--- src/design/pst_pkg.sv ---
// Package for the periodic tick timer: register map, fields, reset values
// and the bus request carrier.
// Assumes a 32-bit word bus with byte addresses and aligned word accesses.
package pst_pkg;

  // ********************
  // Register map
  // ********************
  localparam logic [31:0] ADDR_CONTROL = 32'hE000E010;
  localparam logic [31:0] ADDR_START = 32'hE000E014;
  localparam logic [31:0] ADDR_NOW = 32'hE000E018;
  localparam logic [31:0] ADDR_REF_INFO = 32'hE000E01C;
  localparam logic [31:0] ADDR_EVT_STATUS = 32'hE000E020;
  localparam logic [31:0] ADDR_EVT_MASK = 32'hE000E024;

  // ********************
  // Fields
  // ********************
  localparam int CNT_W = 24;
  localparam int BIT_ENABLE = 0;
  localparam int BIT_IRQ_ENABLE = 1;
  localparam int BIT_CLOCK_SELECT = 2;
  localparam int BIT_ZERO_FLAG = 16;
  localparam int BIT_EXT_REF_ABSENT = 31;
  localparam int BIT_TICK_REF_INFO_INEXACT = 30;
  localparam int BIT_EVT_WRAP = 0;

  // ********************
  // Reset and fixed values
  // ********************
  localparam logic [31:0] RST_CONTROL = 32'h00000004;
  localparam logic [23:0] RST_START = 24'h000000;
  localparam logic [23:0] RST_NOW = 24'h000000;
  localparam logic [23:0] TICK_REF_INFO_TICKS = 24'h002904;
  localparam logic EXT_REF_ABSENT = 1'b0;
  localparam logic TICK_REF_INFO_INEXACT = 1'b0;

  // ********************
  // Timing
  // ********************
  localparam int PRESCALE_DIV = 8;
  localparam int PRESCALE_W = 3;

  typedef struct packed {
    logic [31:0] addr;
    logic [31:0] wdata;
    logic wr;
    logic rd;
  } pst_bus_req_s;

endpackage : pst_pkg

--- src/design/pst_timer.sv ---
// Periodic tick timer: 24-bit down counter with reload, flag, request
// and an event status/mask pair driving one level interrupt.
// Assumes bus master, halt and sleep inputs all run on mclk.
//
// Our own choice: the plain strobed port.
`timescale 1ns/1ps
`default_nettype none

module pst_timer
(
  // Clock and reset
  input wire logic mclk,
  input wire logic resetn,
  // Register bus
  input wire pst_pkg::pst_bus_req_s bus,
  output logic [31:0] rdata,
  // Core status
  input wire logic dbg_halt,
  input wire logic core_sleep,
  // Requests
  output logic tick_req,
  output logic irq
);

  // ********************
  // Decode
  // ********************
  logic wr_ctrl, wr_start, wr_now, rd_ctrl, wr_status, wr_mask;
  assign wr_ctrl = bus.wr && (bus.addr == pst_pkg::ADDR_CONTROL);
  assign wr_start = bus.wr && (bus.addr == pst_pkg::ADDR_START);
  assign wr_now = bus.wr && (bus.addr == pst_pkg::ADDR_NOW);
  assign wr_status = bus.wr && (bus.addr == pst_pkg::ADDR_EVT_STATUS);
  assign wr_mask = bus.wr && (bus.addr == pst_pkg::ADDR_EVT_MASK);
  assign rd_ctrl = bus.rd && (bus.addr == pst_pkg::ADDR_CONTROL);

  // ********************
  // Control register
  // ********************
  logic enable, irq_enable, clock_select;
  logic start_now;

  // Only a rising enable loads; rewriting one while running keeps the count
  assign start_now = wr_ctrl && bus.wdata[pst_pkg::BIT_ENABLE] && !enable;

  always_ff @(posedge mclk)
  begin
    if (!resetn)
    begin
      enable <= pst_pkg::RST_CONTROL[pst_pkg::BIT_ENABLE];
      irq_enable <= pst_pkg::RST_CONTROL[pst_pkg::BIT_IRQ_ENABLE];
      clock_select <= pst_pkg::RST_CONTROL[pst_pkg::BIT_CLOCK_SELECT];
    end
    else if (wr_ctrl)
    begin
      enable <= bus.wdata[pst_pkg::BIT_ENABLE];
      irq_enable <= bus.wdata[pst_pkg::BIT_IRQ_ENABLE];
      clock_select <= bus.wdata[pst_pkg::BIT_CLOCK_SELECT];
    end
  end

  logic [pst_pkg::CNT_W-1:0] start_value;

  always_ff @(posedge mclk)
  begin
    if (!resetn)
      start_value <= pst_pkg::RST_START;
    else if (wr_start)
      start_value <= bus.wdata[pst_pkg::CNT_W-1:0];
  end

  // ********************
  // Prescaler
  // ********************
  logic [pst_pkg::PRESCALE_W-1:0] prescale;
  logic running, tick;

  // Gated core clock and debug halt both freeze prescaler and counter
  assign running = enable && !dbg_halt && !core_sleep;
  assign tick = running && (clock_select || (prescale == '1));

  always_ff @(posedge mclk)
  begin
    if (!resetn || start_now)
      prescale <= '0;
    else if (running)
      prescale <= prescale + 1'b1;
  end

  // ********************
  // Down counter
  // ********************
  logic [pst_pkg::CNT_W-1:0] count;
  logic wrap;

  // Only the one-to-zero step counts as a wrap, so a zero reload stays quiet
  assign wrap = tick && (count == 24'h000001);

  always_ff @(posedge mclk)
  begin
    if (!resetn)
      count <= pst_pkg::RST_NOW;
    else if (wr_now)
      count <= '0;
    else if (start_now)
      count <= start_value;
    else if (tick)
    begin
      if (count == '0)
        count <= start_value;
      else
        count <= count - 1'b1;
    end
  end

  // ********************
  // Zero flag and request
  // ********************
  logic zero_flag;

  // Set wins over read-clear and over the clear from a value write
  always_ff @(posedge mclk)
  begin
    if (!resetn)
      zero_flag <= 1'b0;
    else if (wrap)
      zero_flag <= 1'b1;
    else if (rd_ctrl || wr_now)
      zero_flag <= 1'b0;
  end

  always_ff @(posedge mclk)
  begin
    if (!resetn)
      tick_req <= 1'b0;
    else
      tick_req <= wrap && irq_enable;
  end

  // ********************
  // Event status, mask, interrupt
  // ********************
  logic evt_wrap, mask_wrap;

  always_ff @(posedge mclk)
  begin
    if (!resetn)
      evt_wrap <= 1'b0;
    else if (wrap)
      evt_wrap <= 1'b1;
    else if (wr_status && bus.wdata[pst_pkg::BIT_EVT_WRAP])
      evt_wrap <= 1'b0;
  end

  always_ff @(posedge mclk)
  begin
    if (!resetn)
      mask_wrap <= 1'b0;
    else if (wr_mask)
      mask_wrap <= bus.wdata[pst_pkg::BIT_EVT_WRAP];
  end

  always_ff @(posedge mclk)
  begin
    if (!resetn)
      irq <= 1'b0;
    else
      irq <= evt_wrap && mask_wrap;
  end

  // ********************
  // Read data
  // ********************
  logic [31:0] next_rdata;

  always_comb
  begin
    next_rdata = 32'h00000000;
    if (bus.rd)
    begin
      unique case (bus.addr)
        pst_pkg::ADDR_CONTROL:
        begin
          next_rdata[pst_pkg::BIT_ENABLE] = enable;
          next_rdata[pst_pkg::BIT_IRQ_ENABLE] = irq_enable;
          next_rdata[pst_pkg::BIT_CLOCK_SELECT] = clock_select;
          next_rdata[pst_pkg::BIT_ZERO_FLAG] = zero_flag;
        end
        pst_pkg::ADDR_START:
          next_rdata[pst_pkg::CNT_W-1:0] = start_value;
        pst_pkg::ADDR_NOW:
          next_rdata[pst_pkg::CNT_W-1:0] = count;
        pst_pkg::ADDR_REF_INFO:
        begin
          next_rdata[pst_pkg::CNT_W-1:0] = pst_pkg::TICK_REF_INFO_TICKS;
          next_rdata[pst_pkg::BIT_EXT_REF_ABSENT] = pst_pkg::EXT_REF_ABSENT;
          next_rdata[pst_pkg::BIT_TICK_REF_INFO_INEXACT] = pst_pkg::TICK_REF_INFO_INEXACT;
        end
        pst_pkg::ADDR_EVT_STATUS:
          next_rdata[pst_pkg::BIT_EVT_WRAP] = evt_wrap;
        pst_pkg::ADDR_EVT_MASK:
          next_rdata[pst_pkg::BIT_EVT_WRAP] = mask_wrap;
        default:
          next_rdata = 32'h00000000;
      endcase
    end
  end

  always_ff @(posedge mclk)
  begin
    if (!resetn)
      rdata <= 32'h00000000;
    else
      rdata <= next_rdata;
  end

  // ********************
  // Assertions
  // ********************
  a_wrap_reload: assert property (@(posedge mclk) disable iff (!resetn)
    (tick && count == '0 && !wr_now && !start_now) |=> count == $past(start_value))
    else $error("counter did not reload after zero");

  a_halt_hold: assert property (@(posedge mclk) disable iff (!resetn)
    ((dbg_halt || core_sleep) && !wr_now && !start_now) |=> $stable(count))
    else $error("counter moved while halted or asleep");

  a_flag_read_clear: assert property (@(posedge mclk) disable iff (!resetn)
    (rd_ctrl && zero_flag && !wrap) |=> !zero_flag && rdata[pst_pkg::BIT_ZERO_FLAG])
    else $error("flag read did not return one then clear");

  a_div8_spacing: assert property (@(posedge mclk) disable iff (!resetn)
    (tick && !clock_select && !wr_ctrl) |=> (!tick || clock_select) [*7])
    else $error("divided tick came sooner than eight cycles");

  a_req_gated: assert property (@(posedge mclk) disable iff (!resetn)
    (count == 24'h000001 && running && clock_select && !wr_ctrl && !wr_now)
      |=> tick_req == $past(irq_enable))
    else $error("tick request does not follow interrupt enable");

  a_enable_load: assert property (@(posedge mclk) disable iff (!resetn)
    (start_now && !wr_now) |=> count == $past(start_value) && enable)
    else $error("enable did not load the reload value");

  a_wrap_flag: assert property (@(posedge mclk) disable iff (!resetn)
    wrap |=> zero_flag && evt_wrap ##1 irq == mask_wrap)
    else $error("wrap did not raise flag and event");

  a_zero_quiet: assert property (@(posedge mclk) disable iff (!resetn)
    (count == '0 && start_value == '0 && !zero_flag && !rd_ctrl && !wr_now
      && !start_now) |=> !zero_flag && !tick_req)
    else $error("zero reload produced a flag or request");

  a_now_write: assert property (@(posedge mclk) disable iff (!resetn)
    (wr_now && !wrap) |=> count == '0 && !zero_flag)
    else $error("value write did not zero count and flag");

  a_tick_ref_info_read: assert property (@(posedge mclk) disable iff (!resetn)
    (bus.rd && bus.addr == pst_pkg::ADDR_REF_INFO)
      |=> rdata == {8'h00, pst_pkg::TICK_REF_INFO_TICKS})
    else $error("calibration read wrong");

  a_start_keeps: assert property (@(posedge mclk) disable iff (!resetn)
    (wr_start && !tick && !wr_now && !start_now) |=> $stable(count))
    else $error("reload write disturbed the count");

  a_stop_hold: assert property (@(posedge mclk) disable iff (!resetn)
    (!enable && !wr_now && !wr_ctrl) |=> $stable(count))
    else $error("counter moved while disabled");

  // A wrap leaves the count at zero, so a second request cannot follow at once
  a_req_pulse: assert property (@(posedge mclk) disable iff (!resetn)
    tick_req |=> !tick_req)
    else $error("tick request longer than one cycle");

  a_irq_masked: assert property (@(posedge mclk) disable iff (!resetn)
    !mask_wrap |=> !irq)
    else $error("interrupt raised while masked");

  a_status_sticky: assert property (@(posedge mclk) disable iff (!resetn)
    (evt_wrap && !(wr_status && bus.wdata[pst_pkg::BIT_EVT_WRAP])) |=> evt_wrap)
    else $error("event status lost without a clear");

endmodule : pst_timer

`default_nettype wire

--- config.mk ---
export PLATFORM = sky130hd
export DESIGN_NAME = pst_timer
export DESIGN_NICKNAME = d
export VERILOG_FILES = /design/src/design/pst_pkg.sv /design/src/design/pst_timer.sv
export SDC_FILE = /design/constraint.sdc
export NUM_CORES = 1
export LEC_CHECK = 0
export BUFFER_PORTS_ARGS = -buffer_cell sky130_fd_sc_hd__buf_2
export CAP_MARGIN = 20
export CORE_ASPECT_RATIO = 0.6
export CORE_MARGIN = 2
export CORE_UTILIZATION = 53
export CTS_CLUSTER_DIAMETER = 30
export DETAILED_ROUTE_END_ITERATION = 12
export PLACE_DENSITY = 0.82
export SLEW_MARGIN = 25
export SYNTH_ARGS = -nofsm -noshare
export SYNTH_HDL_FRONTEND = slang
export SYNTH_SLANG_ARGS = --single-unit
export TNS_END_PERCENT = 20
--- constraint.sdc ---
create_clock -name mclk -period 2.6 [get_ports mclk]
set_input_delay 0.65 -clock mclk [delete_from_list [all_inputs] [get_ports mclk]]
set_output_delay 0.65 -clock mclk [all_outputs]
set_load 0.05 [all_outputs]
## Word-level counts from Yosys, hierarchy flattened

Index checks and enable logic that the tools add are counted.

| storage, ports and cells | value |
|---|---|
| register bits after elaboration | 91 |
| output and inout bits | 34 |

| operators by class | value |
|---|---|
| reductions and logical operators | 28 |
| bitwise logic cells | 1 |
| eq/ne operators | 8 |
| multiplexer cells | 12 |
| add/subtract/negate cells | 2 |

Operators with widths:

| operator | number |
|---|---|
| $eq A32 B32 Y1 const B | 6 |
| $mux W24 | 3 |
| $pmux W13 S3 | 1 |
| $eq A24 B1 Y1 const B | 1 |
| $logic_not A24 Y1 | 1 |
| $sub A24 B1 Y24 const B | 1 |
| $logic_and A1 B1 Y1 | 15 |
| $pmux W7 S2 | 1 |
| $pmux W2 S4 | 1 |
| $reduce_bool A2 Y1 | 3 |
| $pmux W1 S5 | 1 |
| $logic_not A1 Y1 | 4 |
| $mux W1 | 4 |
| $add A3 B1 Y3 const B | 1 |
| $eq A3 B3 Y1 const B | 1 |
| $logic_or A1 B1 Y1 | 3 |
| $pmux W1 S3 | 1 |
| $reduce_and A2 Y1 | 1 |
| $reduce_or A2 Y1 | 1 |
| $not A1 Y1 | 1 |

## Depth between registers and ports, before layout

Gate-level depths: netlist of the first run.

| depth | value |
|---|---|
| depth in word-level cells | 6 |
| mapped depth | 9 |

## Worst setup path after synthesis of the first run

No wires, ideal clock.

| path | value |
|---|---|
| kind | input to register |
| start | in bus[51] (netlist bit) |
| end | reg start_value[10] (netlist bit) |
| stages on the path | 9 |
| setup slack | 0.267 ns |
| arrival | 2.211 ns |
| path buffers | 3 |
| cells stage by stage | nor4b_1 > nand4_1 > or2_1 > buf_2 > or3_1 > clkbuf_1 > buf_2 > nand2_1 > a21boi_0 |

| between the ends | value |
|---|---|
| longest elaborated chain between the ends | 2 |

Ends and longest elaborated chain:

| what | line | RTL |
|---|---|---|
| from (decl) | pst_timer.sv:15 | `input wire pst_pkg::pst_bus_req_s bus,` |
| $eq A32 B32 Y1 | pst_timer.sv:30 | `assign wr_start = bus.wr && (bus.addr == pst_pkg::ADDR_START);` |
| $logic_and A1 B1 Y1 | pst_timer.sv:30 |  |
| to (signal assigned) | pst_timer.sv:66 | `start_value <= pst_pkg::RST_START;` |
| to (signal assigned) | pst_timer.sv:68 | `start_value <= bus.wdata[pst_pkg::CNT_W-1:0];` |
| to (decl) | pst_timer.sv:61 | `logic [pst_pkg::CNT_W-1:0] start_value;` |

Every way passes these cells.
A chain may end at the register's enable or synchronous reset.

## Worst setup path in the final report of the first run

| path | value |
|---|---|
| start | reg count[8] (netlist bit) |
| end | reg count[19] (netlist bit) |

| between the ends | value |
|---|---|
| longest elaborated chain between the ends | 4 |
| elaborated cells between the ends (all ways) | 5 |
| classes of those cells | add/sub: 1; mux: 3; reduce/logical: 1 |

Ends and longest elaborated chain:

| what | line | RTL |
|---|---|---|
| from (decl) | pst_timer.sv:92 | `logic [pst_pkg::CNT_W-1:0] count;` |
| from (signal assigned) | pst_timer.sv:101 | `count <= pst_pkg::RST_NOW;` |
| from (signal assigned) | pst_timer.sv:105 | `count <= start_value;` |
| from (signal assigned) | pst_timer.sv:109 | `count <= start_value;` |
| $sub A24 B1 Y24 or $logic_not A24 Y1 (tied branches) | pst_timer.sv:111, pst_timer.sv:108 |  |
| $mux W24 (*) | pst_timer.sv:108 | `if (count == '0)` |
| $mux W24 (*) | pst_timer.sv:106 | `else if (tick)` |
| $mux W24 (*) | pst_timer.sv:104 | `else if (start_now)` |

Mark *: on every way between the ends. The rest lies on a longest branch, timed or not. The select of a mux whose other input is x is not followed.

==> reports/metrics.yaml, run 1 <==
cp.arrival_ns: 2.61
path_clk_slew_ns: 0.06
grt_util_all_layers_pct: 28.17
irDropWorstVdd_mv: 0.3911
min_period_ns: 2.345
htree_levels: 3
critical_path_class: "flip-flop to flip-flop"
startpoint_type: "flip-flop"
area_growth_pct: 21.61
cts_hold_buf: 0
layout_common_cells: "87 x buf_2, 83 x dfxtp_1, 81 x nand2_1"
place.gp.congestion: 0.9965
grt_pass1_vias: 3765
grt-ovfl-total: 0
synth-seq-cells: 83
worstMarginPinSlew_ns: 0.5665
die_w_um: 117.6
synthFlopType: "dfxtp_1"
path_max_fanout: 14
grt_max_degree: 24
crit_path_max_incr_delay_ns: 0.49
finalSetupTns_ns: 0
drv_slew: 0
rows: 24
async_reset_ff_share_pct: 0
via_per_inst: 5.821
utilization_pct: 67.50
design_area_mm2: 0.004986
post_cts_resize_count: 0
ys_warn_count: 0
die_y_um: 72.13
clockBufferDepth: 2
drv_cap: 0
cp.required_ns: 2.87
cts.sinks: 83
synth_largest_area_cell: "dfxtp_1"
status: "finished, final reports clean"
drive_above_1_share_pct: 24.02
setup_viol: 0
yosysSeqAreaShare_pct: 40.52
antenna_found_initial: 0
fin_nets: 658
dr.pass1.iters: 5
numCtsBuffers: 9
hold_viol: 0
total_power_uw: 2688
postCtsSetupBuffers: 0
worst_slack_ns: 0.2555
num_antenna_cells: 0
cp_slowest_cell: "nor4_2"
dpl_worst_slack_ns: 0.03118
synthTopCellsByArea: "dfxtp_1 41%, nand2_1 7.4%, a22oi_1 4.4%"
fillers: 635
syn-cell-area_mm2: 0.004100
p_leak_uw: 0.001885
wl_um: 11600
cts_tree: "done"
hpwl_um: 8440
clock_latency_ns: 0.35
detail-route-antenna-nets: 0
final_common_cell: "buf_2"
fin_crit_sh_pct: 90.17
via_count: 4022
num_io_pins: 104
wl_per_cell_um: 16.79
place_area_mm2: 0.004691
power.density_mw_per_mm2: 539.1
io_buffers: 87
endpoint_kind: "flip-flop"
fmax_mhz: 426.5
relSlewSlack_pct: 61.26
grt_pass1_wl_um: 18740
core_mm2: 0.007387
min_path_type: "flip-flop to flip-flop"
synthDistinctLibCells: 60
clock_skew_ns: 0.007782
netlist_instances: 492
cts_root_buffer: "clkbuf_16"
crit_chain: "nor4_2 > and4_1 > nand4b_4 > o21ai_4 > a22oi_1 > a21oi_1"
avgSynthCellArea_um2: 8.334
start_util_pct: 55.50
die_area_mm2: 0.008479
synth_edf_count: 0
synth_top_area_share_pct: 40.52
dr.first_iter.drc_count: 368
route.detailed.drc: 0
rsz0062_at_grt: "false"
-- Yosys cell counts, types with 2 or more instances --
master / number
dfxtp_1: 83
nand2_1: 81
nor2_1: 40
a21oi_1: 27
a22oi_1: 24
o21ai_0: 16
a21boi_0: 15
buf_2: 15
clkbuf_1: 14
a21boi_1: 13
a31oi_1: 13
nor3_1: 13
nand3_1: 12
buf_4: 9
nor4_1: 9
nand4_1: 8
nor2b_1: 8
o211ai_1: 7
and3_1: 6
mux2i_1: 6
ha_1: 5
inv_1: 5
or3_1: 4
and2_1: 3
buf_6: 3
nand2b_1: 3
nor4b_1: 3
o21a_1: 3
or4_1: 3
a21o_1: 2
and4_1: 2
and4b_1: 2
nor3_2: 2
nor3b_4: 2
nor4_2: 2
o21ai_4: 2
o31ai_1: 2
or2_1: 2
xor2_1: 2
-- per-layer routing --
metal,track usage [%],up-vias,wire (um)
met3,7.469,19,1171
met2,43.92,202,5048
met1,38.61,1856,5235
met5,0,-,0
li1,-,1945,-
met4,9.103,0,145
-- cell type report --
cell class | instances | area, um2 | share of cell area [%]
clock buffers | 13 | 260.3 | 5.220
clock inverters | 2 | 35.03 | 0.7026
inverters | 5 | 18.77 | 0.3764
multi-input cells | 370 | 2217 | 44.47
flip-flops and latches | 83 | 1662 | 33.32
well taps | 104 | 130.1 | 2.610
repair buffers | 114 | 663.1 | 13.30
-- worst paths after layout --
check                                   start                           to  cells after the start  slack [ns]
setup / recovery        count[8]$_SDFFE_PP0P_       count[19]$_SDFFE_PP0P_                      6        0.26
hold / removal    start_value[6]$_SDFFE_PN0P_  start_value[6]$_SDFFE_PN0P_                      2        0.47
setup reg to reg        count[8]$_SDFFE_PP0P_       count[19]$_SDFFE_PP0P_                      6        0.26
hold reg to reg   start_value[6]$_SDFFE_PN0P_  start_value[6]$_SDFFE_PN0P_                      2        0.47
-- where the power goes --
part           switching [uW]  internal [uW]
clock network             488            790
registers         0.000000116           1270
logic                    83.0           55.3
-- per-stage QoR --
step	std cells	hold WS (ns)
detailed placement	676	0.4519
CTS	691	0.4634
global route	691	0.4865
finish	691	0.4741
global placement	676	0.4462
floorplan	499	0.4185
-- state kept, by name, indices dropped and copies added (netlist names) --
signal / flops
clock_select: 1
count: 24
enable: 1
evt_wrap: 1
irq: 1
irq_enable: 1
mask_wrap: 1
prescale: 3
rdata: 24
start_value: 24
tick_req: 1
zero_flag: 1
-- critical path, delay by kind of cell, from the launching register on --
kind	cells	cell delay (ns)
flip-flops	1	0.39
AO/OA/AOI/OAI	3	0.81
AND/OR/NAND/NOR	3	1.06
-- kinds of logic (layout without fill, tap and decap cells) --
family	count (synthesis)	in the layout	share of synthesized area [%]
xor+xnor	3	3	0.6409
fa+ha+maj	5	5	1.526
simple gates	211	211	26.64
compound gates	136	136	22.80
flops	83	83	40.52
other cells	1	8	0.09146
mux	7	7	1.739
buf+inv	46	134	6.042
Power figures use the tool's default switching activity.
==> run 2: changes to the inputs <==
- RECOVER_POWER: default -> 25
==> run 2 against run 1 <==
- power about the same
- highest routed layer unchanged
- largest power group unchanged
- wire length down 0.34%
- non-clock buffer count unchanged
- final cell count unchanged
- combinational power about the same
- largest cell class unchanged
- clock skew down 0.00077 ns
- core utilization down 0.49 points
- flip-flop and latch count unchanged
- via count up 0.12%
- design area down 0.73%
==> reports/metrics.yaml, run 2 (synthesized netlist as in run 1, its figures left out) <==
status: "finished, final reports clean"
route.detailed.drc: 0
drive_above_1_share_pct: 19.42
swShare_pct: 21.19
switching_power_uw: 569.0
grt_max_degree: 24
numCtsBuffers: 9
hold_end: "tick_req$_SDFF_PN0_"
p_int_uw: 2116
grt_pass1_wl_um: 18740
clock_latency_ns: 0.34
rr_worst_depth: 6
final_cell_count_no_fill: 691
clock_skew_ns: 0.007016
hold_viol: 0
fmax_mhz: 428.0
cp.required_ns: 2.87
wl_per_cell_um: 16.73
power.density_mw_per_mm2: 542.5
final_common_cell: "dfxtp_1"
p_comb_share_pct: 5.1
fin_crit_sh_pct: 89.86
power.share.clock_pct: 47.5
grt_pass1_vias: 3765
drv_slew: 0
io_buffers: 87
rsz0062_at_grt: "false"
via_per_inst: 5.828
layout_common_cells: "83 x dfxtp_1, 81 x nand2_1, 61 x buf_2"
endpoint_kind: "flip-flop"
p_seq_share_pct: 47.4
setup_viol: 0
relSlewSlack_pct: 52.32
post_cts_resize_count: 0
whs_path_depth: 2
finalSetupTns_ns: 0
ff2ff_setup_slack_ns: 0.26
antenna_found_initial: 0
cts.sinks: 83
num_io_pins: 104
start_util_pct: 55.50
core_mm2: 0.007387
path_clk_slew_ns: 0.06
wl_um: 11560
dr.first_iter.drc_count: 366
num_antenna_cells: 0
htree_levels: 3
r2r-start: "count[8]$_SDFFE_PP0P_"
grt-ovfl-total: 0
cts_root_buffer: "clkbuf_16"
path_max_fanout: 14
worstMarginPinSlew_ns: 0.7152
min_period_ns: 2.336
irDropWorstVdd_mv: 0.3969
drv_cap: 0
critical_path_class: "flip-flop to flip-flop"
die_area_mm2: 0.008479
largest_registers: "count (24), rdata (24), start_value (24)"
die_y_um: 72.13
cts_hold_buf: 0
grt_util_all_layers_pct: 28.17
p_leak_uw: 0.001767
dp_cells: 676
postCtsSetupBuffers: 0
place.gp.congestion: 0.9965
startpoint_type: "flip-flop"
via_count: 4027
die_w_um: 117.6
min_path_type: "flip-flop to flip-flop"
cts_tree: "done"
cp.arrival_ns: 2.60
dr.pass1.iters: 6
detail-route-antenna-nets: 0
fin_nets: 658
clockBufferDepth: 2
area_growth_pct: 20.72
rows: 24
hpwl_um: 8440
hp-start: "irq_enable$_SDFFE_PN0N_"
r2r_end: "count[19]$_SDFFE_PP0P_"
## run 2: worst max-delay path by stage
stage	startpoint	slack, ns	to	cells past startpoint
after CTS	count[8]$_SDFFE_PP0P_	0.31	count[19]$_SDFFE_PP0P_	6
after global placement	bus[54]	0.09	rdata[15]$_SDFF_PN0_	8
final	count[8]$_SDFFE_PP0P_	0.26	count[19]$_SDFFE_PP0P_	6
after floorplan	bus[51]	0.27	start_value[10]$_SDFFE_PN0P_	9
after global routing	bus[61]	0.07	rdata[15]$_SDFF_PN0_	8
after detailed placement	bus[61]	0.03	rdata[5]$_SDFF_PN0_	8
## run 2: metrics by stage
| stage | power, uW | setup slack (ns) | util (%) | cell area [um2] | hold slack, ns |
|---|---|---|---|---|---|
| 6_report | 2685 | 0.2637 | 67.01 | 4950 | 0.4732 |
| 5_1_grt | 2763 | 0.07108 | 67.01 | 4950 | 0.4865 |
| 4_1_cts | 2702 | 0.3098 | 67.50 | 4986 | 0.4634 |
| 3_5_place_dp | 1434 | 0.03118 | 63.50 | 4691 | 0.4519 |
| 3_3_place_gp | 1430 | 0.08628 | 63.50 | 4691 | 0.4462 |
| 2_1_floorplan | 1375 | 0.2668 | - | 4126 | 0.4185 |
## run 2: area by class of cell
class                      instances  area (um2)
clock inverter                     2       35.03
sequential                        83        1662
inverter                           5       18.77
multi-input combinational        370        2217
fill                             649        2437
clock buffer                      13       260.3
timing repair buffer             114       626.9
tap                              104       130.1
## run 2: power groups by stage
stage / Combinational, uW / Sequential (uW) / Clock, uW
final: 138 / 1270 / 1280
after global routing: 148 / 1270 / 1340
after CTS: 135 / 1270 / 1290
after detailed placement: 134 / 1300 / 0
after global placement: 131 / 1300 / 0
after floorplan: 75.4 / 1300 / 0
## run 2: metal layers
layer / share of wire [%] / track usage (%)
met5: 0 / 0
met4: 1.3 / 9.103
met3: 11 / 7.469
met2: 44 / 43.92
met1: 45 / 38.61
## run 2: critical path, stage by stage (launching register included)
cell and delay, ns:
dfxtp_1 0.39, nor4_2 0.49, and4_1 0.37, nand4b_4 0.21, o21ai_4 0.47, a22oi_1 0.16, a21oi_1 0.18
